--- config.mk ---
export PLATFORM = sky130hd
export DESIGN_NAME = glc_link_config
export DESIGN_NICKNAME = d
export VERILOG_FILES = /design/src/core/glc_link_config.v
export VERILOG_INCLUDE_DIRS = /design/src /design/src/shared
export SDC_FILE = /design/constraint.sdc
export NUM_CORES = 1
export LEC_CHECK = 0
export ABC_AREA = 0
export BUFFER_PORTS_ARGS = -buffer_cell sky130_fd_sc_hd__buf_4
export CORE_MARGIN = 8
export CORE_UTILIZATION = 50
export DETAILED_ROUTE_END_ITERATION = 7
export PLACE_DENSITY_LB_ADDON = 0.15
export RECOVER_POWER = 100
export SYNTH_ARGS = -nofsm -noshare
export SYNTH_HDL_FRONTEND = slang
export SYNTH_SLANG_ARGS = --single-unit
--- constraint.sdc ---
create_clock -name clock -period 29.7 [get_ports clock]
set_clock_uncertainty 0.2 [all_clocks]
set_input_delay 4.455 -clock clock [delete_from_list [all_inputs] [get_ports clock]]
set_output_delay 4.455 -clock clock [all_outputs]
set_load 0.1 [all_outputs]
--- src/shared/glc_defs.vh ---
// Purpose: constants of the link configuration register bank
// Assumes: 40 MHz clock, byte wide register port
// Notes:   offsets are register addresses of the host port
`ifndef GLC_DEFS_VH
`define GLC_DEFS_VH

// ==========================================================
// register offsets
`define GLC_ADDR_TX_SYMBOL   5'h02
`define GLC_ADDR_RX_LINK     5'h03
`define GLC_ADDR_CAL_LOW     5'h04
`define GLC_ADDR_CAL_HIGH    5'h05
`define GLC_ADDR_DELAY_TX    5'h06

// ==========================================================
// reset values
`define GLC_RST_TX_SYMBOL    8'hF0
`define GLC_RST_RX_LINK      8'h60
`define GLC_RST_CAL_LOW      8'h35
`define GLC_RST_CAL_HIGH     8'h05
`define GLC_RST_DELAY_TX     8'h00

// ==========================================================
// field positions
`define GLC_TX_PW_HI         7
`define GLC_TX_PW_LO         6
`define GLC_TX_ONE_HI        5
`define GLC_TX_ONE_LO        4
`define GLC_TX_CRC5          3
`define GLC_TX_FORCE_CAL     2
`define GLC_TX_S1            1
`define GLC_TX_S0            0
`define GLC_LINK_FREQ_SEL_HI         7
`define GLC_LINK_FREQ_SEL_LO         4
`define GLC_RX_PIL_HI        3
`define GLC_RX_PIL_LO        2
`define GLC_RX_LONG_PRE      1
`define GLC_CH_GAIN_UP       7
`define GLC_CH_LOW_SUPPLY    6
`define GLC_CH_IO_LOW        5
`define GLC_CH_OPEN_DRAIN    4
`define GLC_CH_CAL_HI        3
`define GLC_CH_CAL_LO        0

// ==========================================================
// commands
`define GLC_CMD_QUERY        8'h98
`define GLC_CMD_TX_CRC       8'h90
`define GLC_CMD_TX_NOCRC     8'h91

// ==========================================================
// timing, in ns and hundredths of a Tari, and the gain step in dB
`define GLC_CLK_PERIOD_NS    25
`define GLC_TARI0_NS         6250
`define GLC_TARI1_NS         12500
`define GLC_TARI2_NS         25000
`define GLC_CAL_STEP_NS      100
`define GLC_TX_DELAY_STEP_NS 6400
`define GLC_PW_0             8'h1B
`define GLC_PW_1             8'h23
`define GLC_PW_2             8'h2C
`define GLC_PW_3             8'h32
`define GLC_ONE_0            8'h96
`define GLC_ONE_1            8'hA6
`define GLC_ONE_2            8'hB7
`define GLC_ONE_3            8'hC8
`define GLC_GAIN_STEP_DB     3

`endif

--- src/core/glc_link_config.v ---
// Purpose: low level link configuration registers of a Gen2 reader
// Assumes: host port decoder delivers address, data and write strobe
// Notes:   enable pin is asynchronous and is synchronised here
`timescale 1ns/1ps
`include "glc_defs.vh"

module glc_link_config #(
  parameter DELAY_STEP_CYCLES = `GLC_TX_DELAY_STEP_NS / `GLC_CLK_PERIOD_NS
) (
  input  wire        clock,
  input  wire        reset,
  input  wire        chip_enable,
  input  wire [4:0]  reg_addr,
  input  wire [7:0]  reg_wdata,
  input  wire        reg_we,
  output reg  [7:0]  reg_rdata,
  input  wire [1:0]  tari_sel,
  input  wire [1:0]  rx_coding,
  input  wire [1:0]  gain_steps,
  input  wire        cmd_valid,
  input  wire [7:0]  cmd_code,
  input  wire        rx_end,
  output reg  [10:0] pulse_width_cycles,
  output reg  [11:0] data_one_cycles,
  output wire [1:0]  pulse_width_sel,
  output wire [1:0]  data_one_len_sel,
  output wire        tx_crc5_sel,
  output wire        force_cal_period,
  output wire        session_sel_hi,
  output wire        session_sel_lo,
  output reg         cal_in_preamble,
  output reg  [1:0]  cmd_session,
  output wire [3:0]  link_freq_sel,
  output reg  [9:0]  link_freq_khz,
  output reg         link_freq_valid,
  output wire [1:0]  pilot_shorten,
  output reg  [6:0]  pilot_periods,
  output wire        long_preamble_sel,
  output reg         preamble_conflict,
  output wire [11:0] cal_period_count,
  output reg  [13:0] cal_period_cycles,
  output wire        gain_increase,
  output reg  [3:0]  gain_change_db,
  output wire        mixer_low_supply,
  output wire        io_low_voltage,
  output wire        open_drain_outputs,
  output reg         tx_delay_busy,
  output reg         tx_delay_done
);

  // ========================================================
  // derived cycle counts
  localparam integer TARI0_CYC = `GLC_TARI0_NS / `GLC_CLK_PERIOD_NS;
  localparam integer TARI1_CYC = `GLC_TARI1_NS / `GLC_CLK_PERIOD_NS;
  localparam integer TARI2_CYC = `GLC_TARI2_NS / `GLC_CLK_PERIOD_NS;
  localparam integer CAL_STEP_CYC =
    `GLC_CAL_STEP_NS / `GLC_CLK_PERIOD_NS;
  localparam integer GAIN_STEP = `GLC_GAIN_STEP_DB;

  localparam ST_IDLE = 1'b0;
  localparam ST_WAIT = 1'b1;

  // ========================================================
  // enable pin synchroniser
  reg chip_enable_s1_reg;
  reg chip_enable_s2_reg;
  wire preset;

  // resets to the enabled level so no stray preset follows reset
  always @(posedge clock)
  begin
    if (reset)
    begin
      chip_enable_s1_reg <= 1'b1;
      chip_enable_s2_reg <= 1'b1;
    end
    else
    begin
      chip_enable_s1_reg <= chip_enable;
      chip_enable_s2_reg <= chip_enable_s1_reg;
    end
  end

  // enable low presets the bank like a power-on reset
  assign preset = reset | ~chip_enable_s2_reg;

  // ========================================================
  // register bank
  reg [7:0] tx_symbol_options_reg;
  reg [7:0] rx_link_options_reg;
  reg [7:0] cal_period_low_reg;
  reg [7:0] cal_period_high_misc_reg;
  reg [7:0] delayed_tx_wait_reg;

  always @(posedge clock)
  begin
    if (preset)
    begin
      tx_symbol_options_reg    <= `GLC_RST_TX_SYMBOL;
      rx_link_options_reg      <= `GLC_RST_RX_LINK;
      cal_period_low_reg       <= `GLC_RST_CAL_LOW;
      cal_period_high_misc_reg <= `GLC_RST_CAL_HIGH;
      delayed_tx_wait_reg      <= `GLC_RST_DELAY_TX;
    end
    else if (reg_we)
    begin
      case (reg_addr)
        `GLC_ADDR_TX_SYMBOL: tx_symbol_options_reg <= reg_wdata;
        `GLC_ADDR_RX_LINK:   rx_link_options_reg <= reg_wdata;
        `GLC_ADDR_CAL_LOW:   cal_period_low_reg <= reg_wdata;
        `GLC_ADDR_CAL_HIGH:  cal_period_high_misc_reg <= reg_wdata;
        `GLC_ADDR_DELAY_TX:  delayed_tx_wait_reg <= reg_wdata;
        default:             tx_symbol_options_reg <= tx_symbol_options_reg;
      endcase
    end
  end

  // read data one cycle after the address; unmapped reads as zero
  always @(posedge clock)
  begin
    if (reset)
      reg_rdata <= 8'h00;
    else
    begin
      case (reg_addr)
        `GLC_ADDR_TX_SYMBOL: reg_rdata <= tx_symbol_options_reg;
        `GLC_ADDR_RX_LINK:   reg_rdata <= rx_link_options_reg;
        `GLC_ADDR_CAL_LOW:   reg_rdata <= cal_period_low_reg;
        `GLC_ADDR_CAL_HIGH:  reg_rdata <= cal_period_high_misc_reg;
        `GLC_ADDR_DELAY_TX:  reg_rdata <= delayed_tx_wait_reg;
        default:             reg_rdata <= 8'h00;
      endcase
    end
  end

  // ========================================================
  // field decode
  assign pulse_width_sel =
    tx_symbol_options_reg[`GLC_TX_PW_HI:`GLC_TX_PW_LO];
  assign data_one_len_sel =
    tx_symbol_options_reg[`GLC_TX_ONE_HI:`GLC_TX_ONE_LO];
  assign tx_crc5_sel      = tx_symbol_options_reg[`GLC_TX_CRC5];
  assign force_cal_period = tx_symbol_options_reg[`GLC_TX_FORCE_CAL];
  assign session_sel_hi   = tx_symbol_options_reg[`GLC_TX_S1];
  assign session_sel_lo   = tx_symbol_options_reg[`GLC_TX_S0];
  assign link_freq_sel    =
    rx_link_options_reg[`GLC_LINK_FREQ_SEL_HI:`GLC_LINK_FREQ_SEL_LO];
  assign pilot_shorten    =
    rx_link_options_reg[`GLC_RX_PIL_HI:`GLC_RX_PIL_LO];
  assign long_preamble_sel = rx_link_options_reg[`GLC_RX_LONG_PRE];
  assign cal_period_count = {cal_period_high_misc_reg[`GLC_CH_CAL_HI:
                             `GLC_CH_CAL_LO], cal_period_low_reg};
  assign gain_increase      =
    cal_period_high_misc_reg[`GLC_CH_GAIN_UP];
  assign mixer_low_supply   =
    cal_period_high_misc_reg[`GLC_CH_LOW_SUPPLY];
  assign io_low_voltage     =
    cal_period_high_misc_reg[`GLC_CH_IO_LOW];
  assign open_drain_outputs =
    cal_period_high_misc_reg[`GLC_CH_OPEN_DRAIN];

  // ========================================================
  // symbol timing in clock cycles
  reg [9:0]  tari_cyc;
  reg [7:0]  pw_hundredths;
  reg [7:0]  one_hundredths;
  reg [17:0] pw_product;
  reg [17:0] one_product;
  reg [17:0] pw_quot;
  reg [17:0] one_quot;

  always @*
  begin
    case (tari_sel)
      2'b00:   tari_cyc = TARI0_CYC[9:0];
      2'b01:   tari_cyc = TARI1_CYC[9:0];
      default: tari_cyc = TARI2_CYC[9:0];
    endcase
    case (pulse_width_sel)
      2'b00:   pw_hundredths = `GLC_PW_0;
      2'b01:   pw_hundredths = `GLC_PW_1;
      2'b10:   pw_hundredths = `GLC_PW_2;
      default: pw_hundredths = `GLC_PW_3;
    endcase
    case (data_one_len_sel)
      2'b00:   one_hundredths = `GLC_ONE_0;
      2'b01:   one_hundredths = `GLC_ONE_1;
      2'b10:   one_hundredths = `GLC_ONE_2;
      default: one_hundredths = `GLC_ONE_3;
    endcase
    pw_product  = tari_cyc * pw_hundredths;
    one_product = tari_cyc * one_hundredths;
    pw_quot     = pw_product / 18'h00064;
    one_quot    = one_product / 18'h00064;
  end

  // truncating divide: lengths round down to whole cycles
  always @(posedge clock)
  begin
    if (reset)
    begin
      pulse_width_cycles <= 11'h000;
      data_one_cycles    <= 12'h000;
      cal_period_cycles  <= 14'h0000;
    end
    else
    begin
      pulse_width_cycles <= pw_quot[10:0];
      data_one_cycles    <= one_quot[11:0];
      cal_period_cycles  <= cal_period_count * CAL_STEP_CYC[2:0];
    end
  end

  // ========================================================
  // receive link decode
  always @(posedge clock)
  begin
    if (reset)
    begin
      link_freq_khz     <= 10'h000;
      link_freq_valid   <= 1'b0;
      pilot_periods     <= 7'h00;
      preamble_conflict <= 1'b0;
      gain_change_db    <= 4'h0;
    end
    else
    begin
      link_freq_valid <= 1'b1;
      case (link_freq_sel)
        4'h0:    link_freq_khz <= 10'd40;
        4'h6:    link_freq_khz <= 10'd160;
        4'h9:    link_freq_khz <= 10'd256;
        4'hC:    link_freq_khz <= 10'd320;
        4'hF:    link_freq_khz <= 10'd640;
        default:
        begin
          link_freq_khz   <= 10'h000;
          link_freq_valid <= 1'b0;
        end
      endcase
      case (pilot_shorten)
        2'b00:   pilot_periods <= 7'd80;
        2'b01:   pilot_periods <= 7'd40;
        2'b10:   pilot_periods <= 7'd20;
        default: pilot_periods <= 7'd10;
      endcase
      // short preamble is meaningless with FM0 or Miller 2 decoding
      preamble_conflict <= ~long_preamble_sel & ~rx_coding[1];
      gain_change_db <= gain_steps * GAIN_STEP[1:0];
    end
  end

  // ========================================================
  // calibration period request per direct command
  always @(posedge clock)
  begin
    if (preset)
    begin
      cal_in_preamble <= 1'b0;
      cmd_session     <= 2'b00;
    end
    else
    begin
      cal_in_preamble <= 1'b0;
      if (cmd_valid)
      begin
        cmd_session <= {session_sel_hi, session_sel_lo};
        if (cmd_code == `GLC_CMD_QUERY)
          cal_in_preamble <= 1'b1;
        else if (force_cal_period &&
                 (cmd_code == `GLC_CMD_TX_CRC ||
                  cmd_code == `GLC_CMD_TX_NOCRC))
          cal_in_preamble <= 1'b1;
      end
    end
  end

  // ========================================================
  // delayed transmission timer
  reg        state_reg;
  reg        state_next;
  reg [15:0] step_cnt_reg;
  reg [15:0] step_cnt_next;
  reg [7:0]  steps_left_reg;
  reg [7:0]  steps_left_next;
  reg        done_next;

  always @*
  begin
    state_next      = state_reg;
    step_cnt_next   = step_cnt_reg;
    steps_left_next = steps_left_reg;
    done_next       = 1'b0;
    case (state_reg)
      ST_IDLE:
      begin
        // code zero leaves the timer idle
        if (rx_end && delayed_tx_wait_reg != 8'h00)
        begin
          state_next      = ST_WAIT;
          step_cnt_next   = 16'h0000;
          steps_left_next = delayed_tx_wait_reg;
        end
      end
      ST_WAIT:
      begin
        if (step_cnt_reg == DELAY_STEP_CYCLES[15:0] - 16'h0001)
        begin
          step_cnt_next = 16'h0000;
          if (steps_left_reg == 8'h01)
          begin
            state_next = ST_IDLE;
            done_next  = 1'b1;
          end
          steps_left_next = steps_left_reg - 8'h01;
        end
        else
          step_cnt_next = step_cnt_reg + 16'h0001;
      end
      default:
        state_next = ST_IDLE;
    endcase
  end

  always @(posedge clock)
  begin
    if (preset)
    begin
      state_reg      <= ST_IDLE;
      step_cnt_reg   <= 16'h0000;
      steps_left_reg <= 8'h00;
      tx_delay_done  <= 1'b0;
      tx_delay_busy  <= 1'b0;
    end
    else
    begin
      state_reg      <= state_next;
      step_cnt_reg   <= step_cnt_next;
      steps_left_reg <= steps_left_next;
      tx_delay_done  <= done_next;
      tx_delay_busy  <= (state_next == ST_WAIT);
    end
  end

endmodule // glc_link_config

==> flow_summary.ini <==
[sta]
final_hold_viol_count = 0
rsz0062_at_grt = no
final_max_slew_viol_count = 118
setup_violations = 0
tightest_slew_ns = 2.887
relSlewSlack = -0.9493
fin_crit_ns = 23.60
max_freq_mhz = 42.37
fin_crit_sh = 0.7947
setup_tns_ns = 0

[logic_synthesis]
synthMuxAreaShare = 0.02906
yosysMostFrequentCell = nand2_1
ys_warn_count = 0
synth_edf_count = 0
syn_inst = 1886
avgSynthCellArea_um2 = 7.647
syn_area_mm2 = 0.01442
synth-main-ff-cell = dfxtp_1
synth_top_area_cell = dfxtp_1
synth_top_family_by_area = compound AO/OA/AOI/OAI gates
synthAdderAreaFrac = 0.1527
synth_top_area_share = 0.1832
synth_simple_gate_area_frac = 0.2423
yosys.area_share.xor_xnor = 0.04225
ys_types = 121
ys_async_sr_fraction = 0
synth_compound_area_frac = 0.2878
ys_seq_elements = 132
synth_common_cells = 196 x nand2_1, 191 x nor2_1, 132 x dfxtp_1
netlist_top_cells_area = dfxtp_1 18%, ha_1 8.0%, fa_1 6.9%, nand2_1 5.1%, nor2_1 5.0%
synth_seq_area_share = 0.1832

[outcome]
failed_checks = capacitance limit, slew limit
status = finished, violations left

[cts]
cts_buffers = 17
clockBufferDepth = 2
clkSinkCount = 132
post-cts-setup-buffer-count = 0
ctsHoldBuffers = 0
ctsResizeCount = 0
htree_levels = 4
cts_tree = yes
root_buffer = clkbuf_16
path_clk_slew_ns = 0.06
clk_latency_ns = 0.44

[layout]
syn2layout_area_growth_pct = 8.545
drive_gt1_frac = 0.08118
multi_input_area_mm2 = 0.01083
final_area_mm2 = 0.01566
nets = 2133
largest_reg_flops = 16
nFillCells = 2844
antennaDiodeCount = 0
seqCellArea_mm2 = 0.002643

[critical_path]
r2r_start = tx_symbol_options_reg[4]$_SDFFE_PP1P_
crit_slowest_cell = o311ai_0
cp_max_fo = 21
arrival_ns = 23.73
critical_path_class = input port to flip-flop
worstPathRequired_ns = 29.83
r2r_setup_slack_ns = 11.45
crit_path_start_kind = input port
reg2reg_to = data_one_cycles[0]$_SDFF_PP0_
max_stage_delay_ns = 2.31
r2r_cells = 41
setup.worst_path.end_class = flip-flop

[route]
drt_iter0_markers = 1181
routedWlPerCell_um = 17.52
vias = 14447
top_signal_layer_used = met4
finalWirelength_mm = 41.26
vias_per_cell = 6.135
ant_nets = 0
drc = 0
met3_length_mm = 1.779
first_pass_iters = 5
wl_met1_mm = 18.16
wl_met2_mm = 20.30

[floorplanning]
die-area_mm2 = 0.03454
ios = 137
initial_core_util = 0.5052
rows = 62
die_h_um = 185.8
die_w_um = 185.8
core_area_mm2 = 0.02855

[worst_hold_path]
hold_path.class = flip-flop to flip-flop
min_from = chip_enable_s1_reg$_SDFF_PP1_
hold_path_end = chip_enable_s2_reg$_SDFF_PP1_
min_path_cells = 1

[grt]
antenna_found_initial = 0
grt_max_degree = 56
track_usage = 0.2355
grt_pass1_wl_mm = 67.76
grt_pass1_vias = 13631
grt_overflow = 0

[place]
globalplace.congestion = 0.9349
hpwl_mm = 31.39
dpl-instance-area_mm2 = 0.01553
port_buffers = 128

[job]
max_cap_violations = 3
## metrics by stage
stage | utilization | hold slack, ns | instances | setup slack (ns)
after global placement | 0.5441 | 0.1946 | 2323 | 10.23
final | 0.5484 | 0.2112 | 2355 | 6.098
after CTS | 0.5644 | 0.2127 | 2355 | 10.46
after detailed placement | 0.5441 | 0.1977 | 2323 | 10.11
after floorplan | - | 0.1895 | 1892 | 13.25
after global routing | 0.5484 | 0.2270 | 2355 | 4.741
## placed cells by master, fill, tap and decap left out, types with 36 or more instances in the layout
master    count
o21ai_0      88
dfxtp_1     132
nor3_1       45
clkbuf_1    101
inv_1       125
nand3_1      68
a21oi_1     130
fa_1         50
nor2_1      191
nand2_1     196
buf_4        36
xnor2_1      46
ha_1         92
## kinds of logic (layout without fill, tap and decap cells)
logic type / after synthesis / in the layout
buf+inv: 215 / 294
flops: 132 / 132
simple gates: 709 / 709
xor+xnor: 67 / 67
mux: 38 / 38
compound gates: 577 / 577
other cells: 1 / 7
fa+ha+maj: 147 / 147
## worst max path at each step
stage / from / endpoint / slack [ns] / cells past startpoint
6_report: tari_sel[1] / data_one_cycles[0]$_SDFF_PP0_ / 6.10 / 45
3_5_place_dp: tari_sel[1] / data_one_cycles[0]$_SDFF_PP0_ / 10.11 / 43
2_1_floorplan: tari_sel[1] / data_one_cycles[0]$_SDFF_PP0_ / 13.25 / 48
4_1_cts: tari_sel[1] / data_one_cycles[0]$_SDFF_PP0_ / 10.46 / 45
5_1_grt: tari_sel[1] / data_one_cycles[0]$_SDFF_PP0_ / 4.74 / 45
3_3_place_gp: tari_sel[1] / data_one_cycles[0]$_SDFF_PP0_ / 10.23 / 43
## critical path: cells and delay by family
family	cells	cell delay [ns]
AOI/OAI and AO/OA	19	8.38
xor gates and xnor gates	4	1.37
adders and majority gates	5	2.26
buffers and inverters	5	1.89
muxes	1	0.38
and+or+nand+nor	11	4.96
## metal layers
metal  up-vias  global-route usage
li1       7046                   -
met3        71             0.02557
met4         0             0.07653
met5         -                   0
met1      6903              0.3023
met2       427              0.4071
## layout make-up
class                      instances  area share
clock buffer                      19     0.02829
clock inverter                    13    0.008792
inverter                         126     0.03021
multi-input combinational       1545      0.6920
sequential                       132      0.1688
tap                              384     0.03069
timing repair buffer             136     0.04124
Power is not shown: default switching activity piles up to over one toggle a cycle in this logic, so the estimate is an artifact.
